File: src/common/sleep_wakeup_defs.vh
// Constants for the sleep and wake-up controller
`ifndef SLEEP_WAKEUP_DEFS_VH
`define SLEEP_WAKEUP_DEFS_VH
`define ADDR_CTRL        6'h00
`define ADDR_STATUS      6'h04
`define ADDR_WDT_CTRL    6'h08
`define ADDR_INT_ENABLE  6'h0C
`define ADDR_INT_FLAG    6'h10
`define ADDR_WAKE_CAUSE  6'h14
`define CTRL_GIE_BIT     0
`define CTRL_ADC_RC_BIT  1
`define CTRL_OSC_LSB     2
`define CTRL_OSC_MSB     3
`define STAT_PD_BIT      3
`define STAT_TO_BIT      4
`define OSC_MODE_XT      2'h1
`define OSC_MODE_HS      2'h2
`define OSC_MODE_LP      2'h3
`define WDT_CTRL_RESET   6'h16
`define WDTE_ALWAYS      2'h3
`define WDTE_AWAKE       2'h2
`define WDTE_SOFT        2'h1
`define OST_PERIODS      1024
`define DUMMY_CYCLES     2
`define ISR_VECTOR       15'h0004
`define RESP_OKAY        2'h0
`define RESP_SLVERR      2'h2
`endif

File: src/logic/sleep_wakeup_controller.v
// Sleep entry, wake-up and resume sequencing for a small microcontroller core
//
// Local design decisions: register access over AXI4-Lite and the register addresses.
`timescale 1ns/10ps
`include "sleep_wakeup_defs.vh"
module sleep_wakeup_controller #(
    parameter NUM_INTS  = 16,
    parameter WDT_WIDTH = 24,
    parameter LF_DIV    = 8064,
    parameter NUM_IO    = 8
) (
    input  wire                mclk_i,
    input  wire                reset_n_i,
    input  wire                sleep_exec_i,
    input  wire                clrwdt_exec_i,
    input  wire                instr_done_i,
    input  wire                por_i,
    input  wire                brownout_reset_i,
    input  wire                brownout_en_i,
    input  wire                master_clear_pin_i,
    input  wire                master_clear_en_i,
    input  wire [1:0]          wdt_mode_i,
    input  wire [NUM_INTS-1:0] int_src_i,
    input  wire [NUM_INTS-1:0] int_sleep_capable_i,
    input  wire [NUM_IO-1:0]   io_out_i,
    input  wire [NUM_IO-1:0]   io_oe_i,
    input  wire [5:0]          s_axi_awaddr,
    input  wire                s_axi_awvalid,
    output wire                s_axi_awready,
    input  wire [31:0]         s_axi_wdata,
    input  wire [3:0]          s_axi_wstrb,
    input  wire                s_axi_wvalid,
    output wire                s_axi_wready,
    output reg  [1:0]          s_axi_bresp,
    output reg                 s_axi_bvalid,
    input  wire                s_axi_bready,
    input  wire [5:0]          s_axi_araddr,
    input  wire                s_axi_arvalid,
    output wire                s_axi_arready,
    output reg  [31:0]         s_axi_rdata,
    output reg  [1:0]          s_axi_rresp,
    output reg                 s_axi_rvalid,
    input  wire                s_axi_rready,
    output wire                cpu_clk_en_o,
    output wire                lf_osc_en_o,
    output wire                sec_osc_en_o,
    output wire                adc_clk_en_o,
    output wire                sense_osc_en_o,
    output reg                 device_reset_o,
    output reg                 prefetch_o,
    output reg                 vector_o,
    output reg  [14:0]         vector_addr_o,
    output reg                 dummy_cycle_o,
    output reg                 asleep_o,
    output reg  [NUM_IO-1:0]   io_out_o,
    output reg  [NUM_IO-1:0]   io_oe_o
);
    localparam ST_AWAKE = 5'b00001;
    localparam ST_SLEEP = 5'b00010;
    localparam ST_OST   = 5'b00100;
    localparam ST_NEXT  = 5'b01000;
    localparam ST_DUMMY = 5'b10000;

    // Last count of each counter; compares use these rather than lengths
    localparam integer LF_LAST    = LF_DIV - 1;
    localparam integer OST_LAST   = `OST_PERIODS - 1;
    localparam integer DUMMY_LAST = `DUMMY_CYCLES - 1;

    reg  [4:0]          state_q;
    reg  [4:0]          state_d;
    reg  [3:0]          ctrl_q;
    reg                 pd_flag_n_q;
    reg                 to_flag_n_q;
    reg  [5:0]          wdt_ctrl_q;
    reg  [NUM_INTS-1:0] int_en_q;
    reg  [NUM_INTS-1:0] int_flag_q;
    reg  [2:0]          wake_cause_q;
    reg  [10:0]         ost_cnt_q;
    reg  [1:0]          dummy_cnt_q;
    reg  [13:0]         lf_div_q;
    reg                 aw_done_q;
    reg                 w_done_q;
    reg  [5:0]          awaddr_q;
    reg  [31:0]         wdata_q;

    wire                lf_tick;
    wire                pending;
    wire                reset_wake;
    wire                wdt_run;
    wire                wdt_timeout;
    wire                wdt_clear;
    wire                sleep_go;
    wire                sleep_nop;
    wire                int_wake;
    wire                crystal;
    wire                wr_fire;
    wire [NUM_INTS-1:0] int_set;

    // Flags latched from sources; set wins over a software clear
    genvar g;
    generate
        for (g = 0; g < NUM_INTS; g = g + 1) begin : g_flag
            assign int_set[g] = int_src_i[g] & (state_q != ST_SLEEP | int_sleep_capable_i[g]);
        end
    endgenerate

    assign pending    = |(int_flag_q & int_en_q);
    assign sleep_go   = sleep_exec_i && state_q == ST_AWAKE && !pending;
    assign sleep_nop  = sleep_exec_i && state_q == ST_AWAKE && pending;
    assign int_wake   = state_q == ST_SLEEP && pending;
    assign reset_wake = por_i || (brownout_en_i && brownout_reset_i) ||
                        (master_clear_en_i && master_clear_pin_i);
    assign crystal    = ctrl_q[`CTRL_OSC_MSB:`CTRL_OSC_LSB] == `OSC_MODE_XT ||
                        ctrl_q[`CTRL_OSC_MSB:`CTRL_OSC_LSB] == `OSC_MODE_HS ||
                        ctrl_q[`CTRL_OSC_MSB:`CTRL_OSC_LSB] == `OSC_MODE_LP;

    // Watchdog mode: software bit only counts in the soft mode
    assign wdt_run = wdt_mode_i == `WDTE_ALWAYS ||
                     (wdt_mode_i == `WDTE_AWAKE && state_q != ST_SLEEP) ||
                     (wdt_mode_i == `WDTE_SOFT && wdt_ctrl_q[0]);
    // Held clear through the start-up wait so it cannot bite mid-restart
    assign wdt_clear = sleep_go || clrwdt_exec_i || state_q == ST_OST ||
                       (state_q == ST_SLEEP && state_d != ST_SLEEP);

    // Low-frequency tick that paces the watchdog, also counted in sleep
    assign lf_tick = lf_div_q == LF_LAST[13:0];

    wdt_counter #(
        .WIDTH(WDT_WIDTH)
    ) u_wdt (
        .mclk_i      (mclk_i),
        .reset_n_i   (reset_n_i),
        .tick_i      (lf_tick),
        .clear_i     (wdt_clear),
        .run_i       (wdt_run),
        .period_sel_i(wdt_ctrl_q[5:1]),
        .count_o     (),
        .timeout_o   (wdt_timeout)
    );

    // Only the CPU clock and a converter without its RC clock stop in sleep
    assign cpu_clk_en_o   = state_q != ST_SLEEP && state_q != ST_OST;
    assign lf_osc_en_o    = 1'b1;
    assign sec_osc_en_o   = 1'b1;
    assign adc_clk_en_o   = state_q != ST_SLEEP || ctrl_q[`CTRL_ADC_RC_BIT];
    assign sense_osc_en_o = 1'b1;

    // Sleep, optional start-up wait, following instruction, dummy cycles
    always @* begin
        state_d = state_q;
        case (state_q)
            ST_AWAKE: begin
                if (sleep_go) begin
                    state_d = ST_SLEEP;
                end
            end
            ST_SLEEP: begin
                if (int_wake || wdt_timeout) begin
                    state_d = crystal ? ST_OST : ST_NEXT;
                end
            end
            ST_OST: begin
                if (ost_cnt_q == OST_LAST[10:0]) begin
                    state_d = ST_NEXT;
                end
            end
            ST_NEXT: begin
                if (instr_done_i) begin
                    state_d = ctrl_q[`CTRL_GIE_BIT] && pending ? ST_DUMMY : ST_AWAKE;
                end
            end
            ST_DUMMY: begin
                if (dummy_cnt_q == DUMMY_LAST[1:0]) begin
                    state_d = ST_AWAKE;
                end
            end
            default: state_d = ST_AWAKE;
        endcase
    end

    always @(posedge mclk_i) begin
        if (!reset_n_i || reset_wake) begin
            state_q        <= ST_AWAKE;
            ost_cnt_q      <= 11'h000;
            dummy_cnt_q    <= 2'h0;
            lf_div_q       <= 14'h0000;
            device_reset_o <= !reset_n_i ? 1'b0 : 1'b1;
            prefetch_o     <= 1'b0;
            vector_o       <= 1'b0;
            vector_addr_o  <= 15'h0000;
            dummy_cycle_o  <= 1'b0;
            asleep_o       <= 1'b0;
            io_out_o       <= {NUM_IO{1'b0}};
            io_oe_o        <= {NUM_IO{1'b0}};
        end else begin
            state_q        <= state_d;
            device_reset_o <= 1'b0;
            lf_div_q       <= lf_tick ? 14'h0000 : lf_div_q + 14'h0001;
            ost_cnt_q      <= state_q == ST_OST ? ost_cnt_q + 11'h001 : 11'h000;
            dummy_cnt_q    <= state_q == ST_DUMMY ? dummy_cnt_q + 2'h1 : 2'h0;
            prefetch_o     <= sleep_go;
            dummy_cycle_o  <= state_d == ST_DUMMY;
            vector_o       <= state_q == ST_DUMMY && state_d == ST_AWAKE;
            vector_addr_o  <= `ISR_VECTOR;
            asleep_o       <= state_d == ST_SLEEP || state_d == ST_OST;
            // Pin drive is copied only while awake, which freezes it in sleep
            if (state_q == ST_AWAKE) begin
                io_out_o <= io_out_i;
                io_oe_o  <= io_oe_i;
            end
        end
    end

    // Register bus: one write and one read at a time, answer one cycle after both halves
    assign s_axi_awready = !aw_done_q && !s_axi_bvalid;
    assign s_axi_wready  = !w_done_q && !s_axi_bvalid;
    assign s_axi_arready = !s_axi_rvalid;
    assign wr_fire       = (aw_done_q || s_axi_awvalid) && (w_done_q || s_axi_wvalid) &&
                           !s_axi_bvalid;

    always @(posedge mclk_i) begin
        if (!reset_n_i) begin
            aw_done_q    <= 1'b0;
            w_done_q     <= 1'b0;
            awaddr_q     <= 6'h00;
            wdata_q      <= 32'h0000_0000;
            s_axi_bvalid <= 1'b0;
            s_axi_bresp  <= `RESP_OKAY;
            s_axi_rvalid <= 1'b0;
            s_axi_rresp  <= `RESP_OKAY;
            s_axi_rdata  <= 32'h0000_0000;
        end else begin
            if (s_axi_awvalid && s_axi_awready) begin
                aw_done_q <= 1'b1;
                awaddr_q  <= s_axi_awaddr;
            end
            if (s_axi_wvalid && s_axi_wready) begin
                w_done_q <= 1'b1;
                wdata_q  <= s_axi_wdata;
            end
            if (wr_fire) begin
                aw_done_q    <= 1'b0;
                w_done_q     <= 1'b0;
                s_axi_bvalid <= 1'b1;
                case (aw_done_q ? awaddr_q : s_axi_awaddr)
                    `ADDR_CTRL, `ADDR_STATUS, `ADDR_WDT_CTRL, `ADDR_INT_ENABLE,
                    `ADDR_INT_FLAG, `ADDR_WAKE_CAUSE: s_axi_bresp <= `RESP_OKAY;
                    default:                          s_axi_bresp <= `RESP_SLVERR;
                endcase
            end else if (s_axi_bready) begin
                s_axi_bvalid <= 1'b0;
            end
            if (s_axi_arvalid && s_axi_arready) begin
                s_axi_rvalid <= 1'b1;
                s_axi_rresp  <= `RESP_OKAY;
                case (s_axi_araddr)
                    `ADDR_CTRL:       s_axi_rdata <= {28'h0000000, ctrl_q};
                    `ADDR_STATUS:     s_axi_rdata <= {27'h0000000, to_flag_n_q, pd_flag_n_q,
                                                      3'h0};
                    `ADDR_WDT_CTRL:   s_axi_rdata <= {26'h0000000, wdt_ctrl_q};
                    `ADDR_INT_ENABLE: s_axi_rdata <= {{(32-NUM_INTS){1'b0}}, int_en_q};
                    `ADDR_INT_FLAG:   s_axi_rdata <= {{(32-NUM_INTS){1'b0}}, int_flag_q};
                    `ADDR_WAKE_CAUSE: s_axi_rdata <= {29'h00000000, wake_cause_q};
                    default: begin
                        s_axi_rdata <= 32'h0000_0000;
                        s_axi_rresp <= `RESP_SLVERR;
                    end
                endcase
            end else if (s_axi_rready) begin
                s_axi_rvalid <= 1'b0;
            end
        end
    end

    // Register contents and status flags
    always @(posedge mclk_i) begin
        if (!reset_n_i) begin
            ctrl_q       <= 4'h0;
            wdt_ctrl_q   <= `WDT_CTRL_RESET;
            int_en_q     <= {NUM_INTS{1'b0}};
            int_flag_q   <= {NUM_INTS{1'b0}};
            pd_flag_n_q  <= 1'b1;
            to_flag_n_q  <= 1'b1;
            wake_cause_q <= 3'h0;
        end else begin
            if (wr_fire && (aw_done_q ? awaddr_q : s_axi_awaddr) == `ADDR_CTRL &&
                s_axi_wstrb[0]) begin
                ctrl_q <= (w_done_q ? wdata_q[3:0] : s_axi_wdata[3:0]);
            end
            if (wr_fire && (aw_done_q ? awaddr_q : s_axi_awaddr) == `ADDR_WDT_CTRL &&
                s_axi_wstrb[0]) begin
                wdt_ctrl_q <= (w_done_q ? wdata_q[5:0] : s_axi_wdata[5:0]);
            end
            if (wr_fire && (aw_done_q ? awaddr_q : s_axi_awaddr) == `ADDR_INT_ENABLE) begin
                int_en_q <= (w_done_q ? wdata_q[NUM_INTS-1:0] : s_axi_wdata[NUM_INTS-1:0]);
            end
            // Write one to clear; a source firing the same cycle keeps its flag
            if (wr_fire && (aw_done_q ? awaddr_q : s_axi_awaddr) == `ADDR_INT_FLAG) begin
                int_flag_q <= (int_flag_q & ~(w_done_q ? wdata_q[NUM_INTS-1:0] :
                               s_axi_wdata[NUM_INTS-1:0])) | int_set;
            end else begin
                int_flag_q <= int_flag_q | int_set;
            end
            if (sleep_go) begin
                pd_flag_n_q <= 1'b0;
                to_flag_n_q <= 1'b1;
            end else if (state_q == ST_SLEEP && wdt_timeout && !int_wake) begin
                to_flag_n_q <= 1'b0;
            end else if (clrwdt_exec_i) begin
                pd_flag_n_q <= 1'b1;
                to_flag_n_q <= 1'b1;
            end
            // Wake cause: 1 interrupt, 2 watchdog, 4 sleep taken as no-op
            if (state_q == ST_SLEEP && state_d != ST_SLEEP) begin
                wake_cause_q <= int_wake ? 3'h1 : 3'h2;
            end else if (sleep_nop) begin
                wake_cause_q <= 3'h4;
            end
        end
    end
endmodule // sleep_wakeup_controller

File: src/logic/wdt_counter.v
// Watchdog counter with clear, enable and time-out compare
`timescale 1ns/10ps
module wdt_counter #(
    parameter WIDTH = 24
) (
    input  wire             mclk_i,
    input  wire             reset_n_i,
    input  wire             tick_i,
    input  wire             clear_i,
    input  wire             run_i,
    input  wire [4:0]       period_sel_i,
    output reg  [WIDTH-1:0] count_o,
    output reg              timeout_o
);
    wire [WIDTH-1:0] limit;
    assign limit = ({{(WIDTH-1){1'b0}}, 1'b1} << (period_sel_i + 5'h05)) - {{(WIDTH-1){1'b0}}, 1'b1};
    always @(posedge mclk_i) begin
        if (!reset_n_i || clear_i || !run_i) begin
            count_o   <= {WIDTH{1'b0}};
            timeout_o <= 1'b0;
        end else if (tick_i) begin
            if (count_o >= limit) begin
                count_o   <= {WIDTH{1'b0}};
                timeout_o <= 1'b1;
            end else begin
                count_o   <= count_o + {{(WIDTH-1){1'b0}}, 1'b1};
                timeout_o <= 1'b0;
            end
        end else begin
            timeout_o <= 1'b0;
        end
    end
endmodule // wdt_counter

File: config.mk
export PLATFORM = sky130hd
export DESIGN_NAME = sleep_wakeup_controller
export DESIGN_NICKNAME = d
export VERILOG_FILES = /design/src/logic/sleep_wakeup_controller.v /design/src/logic/wdt_counter.v
export VERILOG_INCLUDE_DIRS = /design/src /design/src/common
export SDC_FILE = /design/constraint.sdc
export NUM_CORES = 1
export LEC_CHECK = 0
export ABC_AREA = 1
export BUFFER_PORTS_ARGS = -buffer_cell sky130_fd_sc_hd__buf_2
export CAP_MARGIN = 20
export CORE_UTILIZATION = 40
export DETAILED_ROUTE_END_ITERATION = 10
export SETUP_SLACK_MARGIN = 0.02
export SYNTH_ARGS = -nofsm -noshare
export SYNTH_HDL_FRONTEND = slang
export SYNTH_SLANG_ARGS = --single-unit
File: constraint.sdc
create_clock -name mclk_i -period 9.1 [get_ports mclk_i]
set_clock_uncertainty 0.15 [all_clocks]
set_input_delay 1.365 -clock mclk_i [delete_from_list [all_inputs] [get_ports mclk_i]]
set_output_delay 1.365 -clock mclk_i [all_outputs]
set_load 0.01 [all_outputs]
==> metrics.md, run 1 <==
| Metric | Value |
|---|---|
| Commonest non-fill, non-tap cell in the layout | `nand2_1` |
| Multi-input logic area | `between 5000 and 6000 um2` |
| Yosys warnings | `0` |
| Clock root cell | `clkbuf_16` |
| Hold-fix buffers, CTS | `0` |
| Antenna viol nets, final | `0` |
| Setup Viol. Count Final | `0` |
| Tightest Pin Transition | `about 0.97 ns` |
| R2R depth | `21` |
| Initial Util | `41.1%` |
| Final count of hold timing violations | `0` |
| Initial antenna violation count | `0` |
| Psw | `just under 500 uW` |
| Post-synthesis sequential area ratio | `approximately 36%` |
| CP required | `between 9 and 10 ns` |
| Clock-pin slew on the worst setup and hold paths | `roughly 0.080 ns` |
| Drt total wl | `roughly 23 mm` |
| Layout fillers | `~2,400` |
| Clk buf depth | `2` |
| Buffers & Inverters on Critical Path | `1` |
| Row Count | `55` |
| Largest net degree at the start of global routing | `between 50 and 60` |
| CP Launch Point | `wdt_ctrl_q[4]` |
| Power Density | `156 nW/um2` |
| Register area | `between 3000 and 4000 um2` |
| Die area | `24,000 um2` |
| CP Depth | `21` |
| Cts repair resizes | `0` |
| Vias | `around 8,700` |
| Final worst slack | `around 5 ns` |
| Clock Power Share | `between 40% and 50%` |
| R2R Path End | `u_wdt.count_o[8]` |
| Max transition margin | `between 30% and 40%` |
| Worst r2r src | `wdt_ctrl_q[4]` |
| FFs w/ async S/R, synth | `0%` |
| # diodes | `0` |
| First-pass GRT wire length | `approximately 39 mm` |
| Tmin final | `3.98 ns` |
| CP max stage cell | `dfxtp_1` |
| Number of global-route vias before repair | `8,016` |
| Most used cell, CP | `nand2_1` |
| Fmax | `between 0.2 and 0.3 GHz` |
| Final core utilization | `47.4%` |
| Max-slew violation count | `0` |
| Critical Path Max Stage Delay | `between 0.6 and 0.7 ns` |
| Status | `finished clean` |
| Pre-CTS setup slack | `between 4 and 5 ns` |
| Post-Synthesis Cells | `between 1,000 and 1,500` |
| Die X | `about 160 um` |
| Synthesis-stage register bit count | `170` |
| Tot Pwr | `1.68 mW` |
| Seq pwr share | `a little under half` |
| Library cells used by synthesis | `52` |
| HPWL Detailed | `around 17 mm` |
| Wire length per cell | `~13 um` |
| Post-Place Cells | `roughly 1,800` |
| Worst setup path endpoint | `u_wdt.count_o[8]` |
| R2R setup slack | `around 5.1 ns` |
| CTS tree | `yes` |
| Switching part of the total | `between 20% and 30%` |
| Vias per Instance | `between 4 and 5` |
| Crit path launch type | `register` |
| Delay-heaviest family, CP | `simple AND/OR/NAND/NOR gates` |
| Setup TNS | `0 ns` |
| # nets final | `between 1,500 and 2,000` |
| Final worst path period share | `43.7%` |
| Core ar. | `around 23,000 um2` |
| Avg Inst Size Synth | `just under 7 um2` |
| Worst skew pair latency | `0.44 ns` |
| Cts bufs inserted | `17` |
| Share of cells above drive strength 1 | `between 15 and 20%` |
| Post-synthesis cell area | `roughly 9400 um2` |
| CP Class | `register to register` |
| RSZ-0062 raised after global routing | `no` |
| Maximum VDD drop | `about 95 uV` |
| Post-CTS Setup Inserts | `0` |
| Max Cap Viol | `0` |
| Worst Path Arrival | `about 4.1 ns` |
| I/O pins | `between 150 and 200` |
| Critical-path cell list | `nand2_2, nand2_2, nand2_8, nand3_1, ha_1, nand2_1, inv_1, nand3b_2, nor2_2, nand2_1, nand2_1, nand2_1, ha_1, nand2_1, nor2_1, and2_1, nand2_1, nand4_1, nand2_1, nand2_4, nor2_1` |
| GPL Wtd Cong | `just under 0.9` |
| Iter 0 DRT Violations | `between 500 and 600` |
| Int Pwr | `~1.2 mW` |
| Worst setup EP type | `register` |
| HP Class | `register to register` |
| Most used flip-flop cell after synthesis | `dfxtp_1` |
| Leak pwr | `a little under 5 nW` |
| Combinational cell fraction of total power | `a little under 9%` |
| DRC viols | `0` |
| P&R area growth vs syn | `15.3%` |
| CTS sink count | `170` |
| Pre-antenna DRT Iters | `5` |
| CTS H-Tree Depth | `4` |
| CP Max Fanout | `16` |
| Overall routing resource usage | `between 10% and 20%` |
| Die Y | `between 150 and 200 um` |
| Non-Filler Instances | `approximately 1,800` |
| Global route total overflow | `0` |
| Post-synth EDFFs | `0` |
| IO Port Bufs | `140` |
| Commonest non-fill, non-tap cells in the layout | `nand2_1, dfxtp_1, nor2_1, inv_1, buf_2` |
==> cell families after synthesis <==
logic type               after synthesis  share of synthesized area [%]
flip-flops                           170                           36.3
AND/OR/NAND/NOR                      631                           31.0
AO/OA/AOI/OAI                        276                           15.4
other                                  2                         0.0802
adder cells (fa/ha/maj)               29                           3.87
multiplexers                           1                          0.107
XOR/XNOR                              21                           1.96
buffers and inverters                238                           11.3
==> worst min path at each step <==
stage                         startpoint              to  slack [ns]  cells past startpoint
after floorplan           dummy_cnt_q[0]  dummy_cnt_q[0]        0.25                      1
after global routing      dummy_cnt_q[0]  dummy_cnt_q[0]        0.31                      1
after global placement    dummy_cnt_q[0]  dummy_cnt_q[0]        0.26                      1
final                     dummy_cnt_q[0]  dummy_cnt_q[0]        0.28                      1
after detailed placement  dummy_cnt_q[0]  dummy_cnt_q[0]        0.27                      1
after CTS                 dummy_cnt_q[0]  dummy_cnt_q[0]        0.28                      1
==> worst register-to-register path, delay by kind of cell, from the launching register on <==
kind,cells,cell delay (ns)
adder cells (fa/ha/maj),2,0.49
buffers and inverters,1,0.14
flip-flops,1,0.68
AND/OR/NAND/NOR,18,2.41
==> synth_stat cells (all sizes together), types with 3 or more instances <==
cell    number  share of area, %
a31oi        3              0.20
nor3        15              0.85
dfxtp      170                36
clkbuf      24              0.96
nand4       39               3.1
clkinv       3              0.12
xnor2        7              0.65
nor2       188               8.9
ha          29               3.9
xor2        14               1.3
a21oi      118               6.3
nand2      322                14
o21ai      137               7.4
nand3       47               2.8
o21a         3              0.24
inv        163               6.5
nand3b       5              0.44
o22ai        4              0.27
buf         48               3.7
a22oi        4              0.32
nor3b        7              0.56
==> state kept, by name, summed over array words and instances (netlist names), 2 cells and up <==
| signal | count |
|---|---|
| awaddr_q | 6 |
| ctrl_q | 4 |
| dummy_cnt_q | 2 |
| int_en_q | 16 |
| int_flag_q | 16 |
| io_oe_o | 8 |
| io_out_o | 8 |
| lf_div_q | 14 |
| ost_cnt_q | 11 |
| s_axi_rdata | 16 |
| state_q | 5 |
| u_wdt.count_o | 24 |
| wake_cause_q | 3 |
| wdata_q | 16 |
| wdt_ctrl_q | 6 |
==> final cells by class <==
class,instances,share of cell area (%)
clock buffers,18,4.07
multi-input cells,993,46.6
repair buffers,143,6.80
clock inverters,14,1.61
flip-flops and latches,170,31.5
inverters,166,5.77
well taps,313,3.63
==> layer usage <==
layer	track usage, %	vias to the layer above	part of all wire [%]
met5	0	-	0
met4	5.75	0	1.6
met3	3.73	30	3.8
met2	32.7	166	46
met1	26.6	3868	48
li1	-	4613	-
==> power groups by stage <==
stage / clock network, mW / logic, mW / registers [mW]
after floorplan: 0 / 0.112 / 0.797
after global placement: 0 / 0.147 / 0.802
after detailed placement: 0 / 0.149 / 0.802
after CTS: 0.768 / 0.150 / 0.785
after global routing: 0.798 / 0.172 / 0.789
final: 0.748 / 0.149 / 0.785
==> per-stage QoR <==
stage	area, um2	hold WS (ns)
floorplan	9490	0.249
global placement	10200	0.263
detailed placement	10200	0.273
CTS	10800	0.285
global route	10800	0.311
finish	10800	0.280
(Power assumes the default switching activity.)
==> run 2, diff against run 1 <==
clock period = 3.5 ns   (was 9.1 ns; I/O delays follow)
==> metrics.md, run 2 (synthesized netlist as in run 1, its figures left out) <==
| Metric | Value |
|---|---|
| Antenna viol nets, final | `0 (unchanged)` |
| Wire length per cell | `12.9 um (+0.45%)` |
| Pre-CTS setup slack | `0.0467 ns (-4.89 ns)` |
| HP Class | `input port to register` |
| Critical-path cell list | `nand2_1, nand2_1, nand2_2, inv_2, nand2_4, nand2_8, nand3_1, ha_2, nand2_1, inv_2, nand3b_2, nor2_4, nand2_1, nand2_1, nand2_1, ha_1, nand2_1, nor2_4, and2_1, nand2_1, nand4_1, nand2_4, nand2_8, nor2_4` |
| CP Max Fanout | `8 (-8)` |
| Status | `finished clean` |
| IO Port Bufs | `140 (unchanged)` |
| Global route total overflow | `0 (unchanged)` |
| Power Density | `393 nW/um2 (+150%)` |
| Clock root cell | `clkbuf_16` |
| Largest register by flop count | `u_wdt.count_o` |
| Hold-fix buffers, CTS | `0 (unchanged)` |
| DRC viols | `0 (unchanged)` |
| Pre-antenna DRT Iters | `4 (-1)` |
| Initial Util | `41.1% (unchanged)` |
| # nets final | `1,652 (+1.2%)` |
| Max transition margin | `40.9% (+5.4 points)` |
| Max reg flops | `24 (unchanged)` |
| Worst skew pair latency | `0.44 ns (about the same)` |
| P&R area growth vs syn | `17.1%` |
| Initial antenna violation count | `0 (unchanged)` |
| GPL Wtd Cong | `0.866 (-0.22%)` |
| Tot Pwr | `4.32 mW (+160%)` |
| Max Cap Viol | `0 (unchanged)` |
| CTS H-Tree Depth | `4 (unchanged)` |
| Overall routing resource usage | `20.1% (+0.14 points)` |
| Clock-pin slew on the worst setup and hold paths | `0.08 ns (about the same)` |
| Final worst path period share | `91.8% (+48 points)` |
| Core ar. | `22,800 um2 (unchanged)` |
| Commonest non-fill, non-tap cell in the layout | `nand2_1` |
| Critical Path Max Stage Delay | `0.32 ns (-0.36 ns)` |
| Leak pwr | `4.95 nW (+2.2%)` |
| Iter 0 DRT Violations | `498 (-14%)` |
| Clk buf depth | `2 (unchanged)` |
| I/O pins | `195 (unchanged)` |
| Largest net degree at the start of global routing | `38 (-30%)` |
| Max-slew violation count | `0 (unchanged)` |
| Row Count | `55 (unchanged)` |
| Final worst slack | `0.286 ns (-4.84 ns)` |
| Tmin final | `3.21 ns (-0.764 ns)` |
| Register area | `3400 um2 (unchanged)` |
| Die area | `24,000 um2 (unchanged)` |
| Drt total wl | `23.6 mm (+1.5%)` |
| RSZ-0062 raised after global routing | `no` |
| Commonest non-fill, non-tap cells in the layout | `nand2_1, dfxtp_1, nor2_1, inv_1, buf_2` |
| CP max stage cell | `dfxtp_1` |
| Layout fillers | `2,398 (+1.9%)` |
| Worst Path Arrival | `3.38 ns (-0.76 ns)` |
| # diodes | `0 (unchanged)` |
| Worst setup EP type | `register` |
| Crit path launch type | `register` |
| Share of cells above drive strength 1 | `17.1% (+1.6 points)` |
| Setup TNS | `0 ns (unchanged)` |
| Vias per Instance | `4.80 (+0.58%)` |
| CTS tree | `yes` |
| Die Y | `155 um (unchanged)` |
| Vias | `8,819 (+1.6%)` |
| Post-route cell area | `11,000 um2 (+1.6%)` |
| CP required | `3.67 ns (-5.60 ns)` |
| Number of global-route vias before repair | `8,188 (+2.1%)` |
| Final count of hold timing violations | `0 (unchanged)` |
| CTS sink count | `170 (unchanged)` |
| Post-DP Area | `10,300 um2 (+1.4%)` |
| Most used cell, CP | `nand2_1` |
| Cts bufs inserted | `17 (unchanged)` |
| Setup Viol. Count Final | `0 (unchanged)` |
| Die X | `155 um (unchanged)` |
| CP Class | `register to register` |
| Fmax | `0.311 GHz (+24%)` |
| First-pass GRT wire length | `39.1 mm (+0.69%)` |
| Multi-input logic area | `5100 um2 (+1.4%)` |
| HPWL Detailed | `17.9 mm (+2.6%)` |
| Tightest Pin Transition | `0.884 ns (-0.0819 ns)` |
| Maximum VDD drop | `253 uV (+170%)` |
-- run 2: cell types whose count changed in the layout (fill, tap and decap cells not counted), moves of 2 or more --
| cell | previous run | this run |
|---|---|---|
| nor2_4 | 11 | 14 |
| nor2_1 | 164 | 162 |
| nand2_8 | 1 | 3 |
| buf_4 | 1 | 21 |
| a21oi_1 | 118 | 116 |
| a21oi_2 | 0 | 2 |
| inv_12 | 2 | 0 |
| inv_6 | 3 | 5 |
-- run 2: what timing repair did --
item                       in CTS  in global routing
buffers inserted                0                  1
pin swaps                       0                  7
setup endpoints to repair       2                 25
gates resized for setup         1                 13
gates cloned                    0                  1
-- run 2: final cells by class --
type | instances | share of cell area, %
clock buffer | 18 | 4.00
clock inverter | 14 | 1.39
tap | 313 | 3.57
sequential | 170 | 31.0
inverter | 166 | 5.68
timing repair buffer | 161 | 7.82
multi-input combinational | 994 | 46.5
-- run 2: worst paths after layout --
path / slack (ns) / end / start / cells past startpoint
setup reg to reg: 0.29 / u_wdt.count_o[9] / wdt_ctrl_q[1] / 24
hold / removal: 0.19 / s_axi_bvalid / s_axi_bready / 4
setup / recovery: 0.29 / u_wdt.count_o[9] / wdt_ctrl_q[1] / 24
hold reg to reg: 0.28 / dummy_cnt_q[0] / dummy_cnt_q[0] / 1
-- run 2: metrics by stage --
step	utilization (%)	hold WS, ns	instances
CTS	47.8	0.174	1834
detailed placement	45.2	0.270	1802
global placement	45.2	0.260	1802
floorplan	-	0.249	1401
global route	48.2	0.199	1836
finish	48.2	0.190	1836
-- run 2: critical path: cells and delay by family, from the launching register on --
| family | cells | cell delay, ns |
|---|---|---|
| fa+ha+maj | 2 | 0.50 |
| buf+inv | 2 | 0.15 |
| flops | 1 | 0.32 |
| simple gates | 20 | 1.98 |
-- run 2: power breakdown --
group          total [mW]  internal, mW  switching (mW)
Combinational       0.407         0.140           0.267
Sequential           2.03          2.00          0.0343
Clock                1.88         0.972           0.904
Total                4.32          3.11            1.21
-- run 2: metal layers --
layer,part of all wire [%],vias to the layer above,track usage (%)
met5,0,-,0
met4,1.5,0,5.61
met3,3.8,28,3.82
met2,47,149,33.5
met1,48,3981,26.3
li1,-,4661,-
==> run 3, diff against run 2 <==
CELL_PAD_IN_SITES_DETAIL_PLACEMENT = 0   (was unset)
CELL_PAD_IN_SITES_GLOBAL_PLACEMENT = 1   (was unset)
CORE_UTILIZATION = 35   (was 40)
PLACE_DENSITY_LB_ADDON = 0.1   (was unset)
==> metrics.md, run 3 (synthesized netlist as in run 1, its figures left out) <==
| Metric | Value |
|---|---|
| Leak pwr | `4.98 nW (+0.55%)` |
| Setup Viol. Count Final | `0 (unchanged)` |
| Worst r2r src | `wdt_ctrl_q[1]` |
| Largest net degree at the start of global routing | `51 (+34%)` |
| Final core utilization | `42.3% (-5.8 points)` |
| Clock root cell | `clkbuf_16` |
| Worst Path Arrival | `3.36 ns (-0.02 ns)` |
| Number of global-route vias before repair | `7,952 (-2.9%)` |
| Worst setup EP type | `register` |
| # nets final | `1,659 (+0.42%)` |
| P&R area growth vs syn | `18.1%` |
| CP Class | `register to register` |
| Critical-path cell list | `buf_4, inv_1, nand2_1, nor2_1, nand3_2, ha_1, nand2_1, inv_2, nand3b_2, nor2_4, xor2_1, ha_1, nand2_1, nor2_2, nand2_1, nor2_1, nand2_1, nand4_1, nand2_4, nand2_8, nor2_2` |
| CP max stage cell | `dfxtp_1` |
| CTS sink count | `170 (unchanged)` |
| Most used cell, CP | `nand2_1` |
| Antenna viol nets, final | `0 (unchanged)` |
| Tightest Pin Transition | `0.882 ns (-0.00203 ns)` |
| Die area | `27,400 um2 (+14%)` |
| I/O pins | `195 (unchanged)` |
| Worst Hold Depth | `3 (-1)` |
| HP Class | `input port to register` |
| Final count of hold timing violations | `0 (unchanged)` |
| Cts bufs inserted | `17 (unchanged)` |
| Worst-case hold path end point | `device_reset_o` |
| Power Density | `391 nW/um2 (-0.59%)` |
| Largest register by flop count | `u_wdt.count_o` |
| Wire length per cell | `14.1 um (+9.2%)` |
| Critical Path Max Stage Delay | `0.32 ns (about the same)` |
| HPWL Detailed | `19.8 mm (+11%)` |
| # diodes | `0 (unchanged)` |
| Initial Util | `35.8% (-5.3 points)` |
| Max-slew violation count | `0 (unchanged)` |
| IO Port Bufs | `140 (unchanged)` |
| Worst skew pair latency | `0.44 ns (about the same)` |
| Vias per Instance | `4.70 (-2.1%)` |
| Vias | `8,765 (-0.61%)` |
| First-pass GRT wire length | `41.6 mm (+6.4%)` |
| Die X | `166 um (+6.8%)` |
| Max reg flops | `24 (unchanged)` |
| Core ar. | `26,100 um2 (+15%)` |
| CP required | `3.68 ns (about the same)` |
| Drt total wl | `26.2 mm (+11%)` |
| Setup TNS | `0 ns (unchanged)` |
| Final worst path period share | `90.9% (-0.91 points)` |
| Maximum VDD drop | `277 uV (+9.9%)` |
| Share of cells above drive strength 1 | `17.9% (+0.85 points)` |
| CP Max Fanout | `8 (unchanged)` |
| DRC viols | `5 (+5)` |
| CTS H-Tree Depth | `4 (unchanged)` |
| CTS tree | `yes` |
| Hold wc startpoint | `reset_n_i` |
| Max transition margin | `41.1% (+0.14 points)` |
| Commonest non-fill, non-tap cells in the layout | `nand2_1, dfxtp_1, nor2_1, inv_1, buf_2` |
| Initial antenna violation count | `0 (unchanged)` |
| Status | `finished, violations left` |
| Crit path launch type | `register` |
| Violated checks | `design-rule violations` |
| Row Count | `59 (+7.3%)` |
| Pre-antenna DRT Iters | `8 (+4)` |
| Iter 0 DRT Violations | `426 (-14%)` |
| RSZ-0062 raised after global routing | `no` |
| R2R Path End | `u_wdt.count_o[3]` |
| Tmin final | `3.18 ns (-0.0318 ns)` |
| GPL Wtd Cong | `0.859 (-0.81%)` |
| Hold-fix buffers, CTS | `0 (unchanged)` |
| Delay-heaviest family, CP | `simple AND/OR/NAND/NOR gates` |
| Clock-pin slew on the worst setup and hold paths | `0.07 ns (about the same)` |
| Global route total overflow | `0 (unchanged)` |
| Max Cap Viol | `0 (unchanged)` |
| CP Launch Point | `wdt_ctrl_q[1]` |
| R2R depth | `21 (-13%)` |
| Overall routing resource usage | `19.6% (-0.45 points)` |
| Clk buf depth | `2 (unchanged)` |
| Fmax | `0.314 GHz (+1.0%)` |
| Buffers & Inverters on Critical Path | `3 (+1)` |
| Commonest non-fill, non-tap cell in the layout | `nand2_1` |
| Die Y | `166 um (+6.8%)` |
| R2R setup slack | `0.32 ns (+0.03 ns)` |
## run 3: cell types whose count changed in the layout (fill, tap and decap cells not counted), moves of 2 or more
| cell | before | now |
|---|---|---|
| dfxtp_2 | 0 | 2 |
| nor2_1 | 162 | 158 |
| dfxtp_1 | 170 | 168 |
| buf_4 | 21 | 28 |
| inv_6 | 5 | 2 |
| inv_8 | 2 | 4 |
| nor2_2 | 11 | 15 |
| nand3_1 | 44 | 42 |
| clkinv_4 | 1 | 3 |
| nand3_2 | 1 | 3 |
## run 3: final cells by class
class | count | area (um2)
fill | 2902 | 15100
multi-input combinational | 994 | 5120
sequential | 170 | 3410
timing repair buffer | 168 | 911
inverter | 166 | 623
clock buffer | 17 | 425
tap | 335 | 419
clock inverter | 14 | 153
## run 3: power breakdown
group,total [mW],switching (mW),internal (mW)
Sequential,2.03,0.0338,2.00
Clock,1.88,0.926,0.949
Combinational,0.418,0.277,0.141
Total,4.32,1.24,3.09
## run 3: how the worst max path moves through the flow
| stage | to | slack [ns] | cells past startpoint |
|---|---|---|---|
| finish | u_wdt.count_o[3] | 0.32 | 21 |
| global route | u_wdt.count_o[3] | 0.03 | 21 |
| CTS | u_wdt.count_o[6] | 0.02 | 23 |
| detailed placement | u_wdt.count_o[16] | -0.04 | 23 |
| global placement | u_wdt.count_o[18] | 0.03 | 23 |
| floorplan | u_wdt.count_o[10] | 0.26 | 24 |
## run 3: tightest hold or removal path: stages
cell and delay [ns]:
buf_2 0.11, nand2_1 0.05, inv_1 0.04
## run 3: through the flow
stage,instances,setup slack [ns],hold WS [ns],instance area (um2),power (mW)
5_1_grt,1864,0.0273,0.170,11100,4.55
3_3_place_gp,1831,0.0329,0.257,10400,2.49
4_1_cts,1862,0.0213,0.148,11000,4.40
3_5_place_dp,1831,-0.0401,0.261,10400,2.49
2_1_floorplan,1401,0.259,0.249,9490,2.36
6_report,1864,0.318,0.177,11100,4.32
## run 3: timing repair
item,CTS,global route
pin swaps,0,8
cloned,0,1
endpoints found under the setup margin,21,25
resized for setup,2,20
setup buffers,0,1
## run 3: layer usage
layer  global-route usage [%]  part of all wire [%]  wire [um]  vias up
met5                        0                     0          0        -
met3                     3.35                   2.8        731       15
met4                     4.71                  0.98        258        0
li1                         -                     -          -     4668
met2                     33.0                    48      12500      137
met1                     26.0                    48      12700     3945
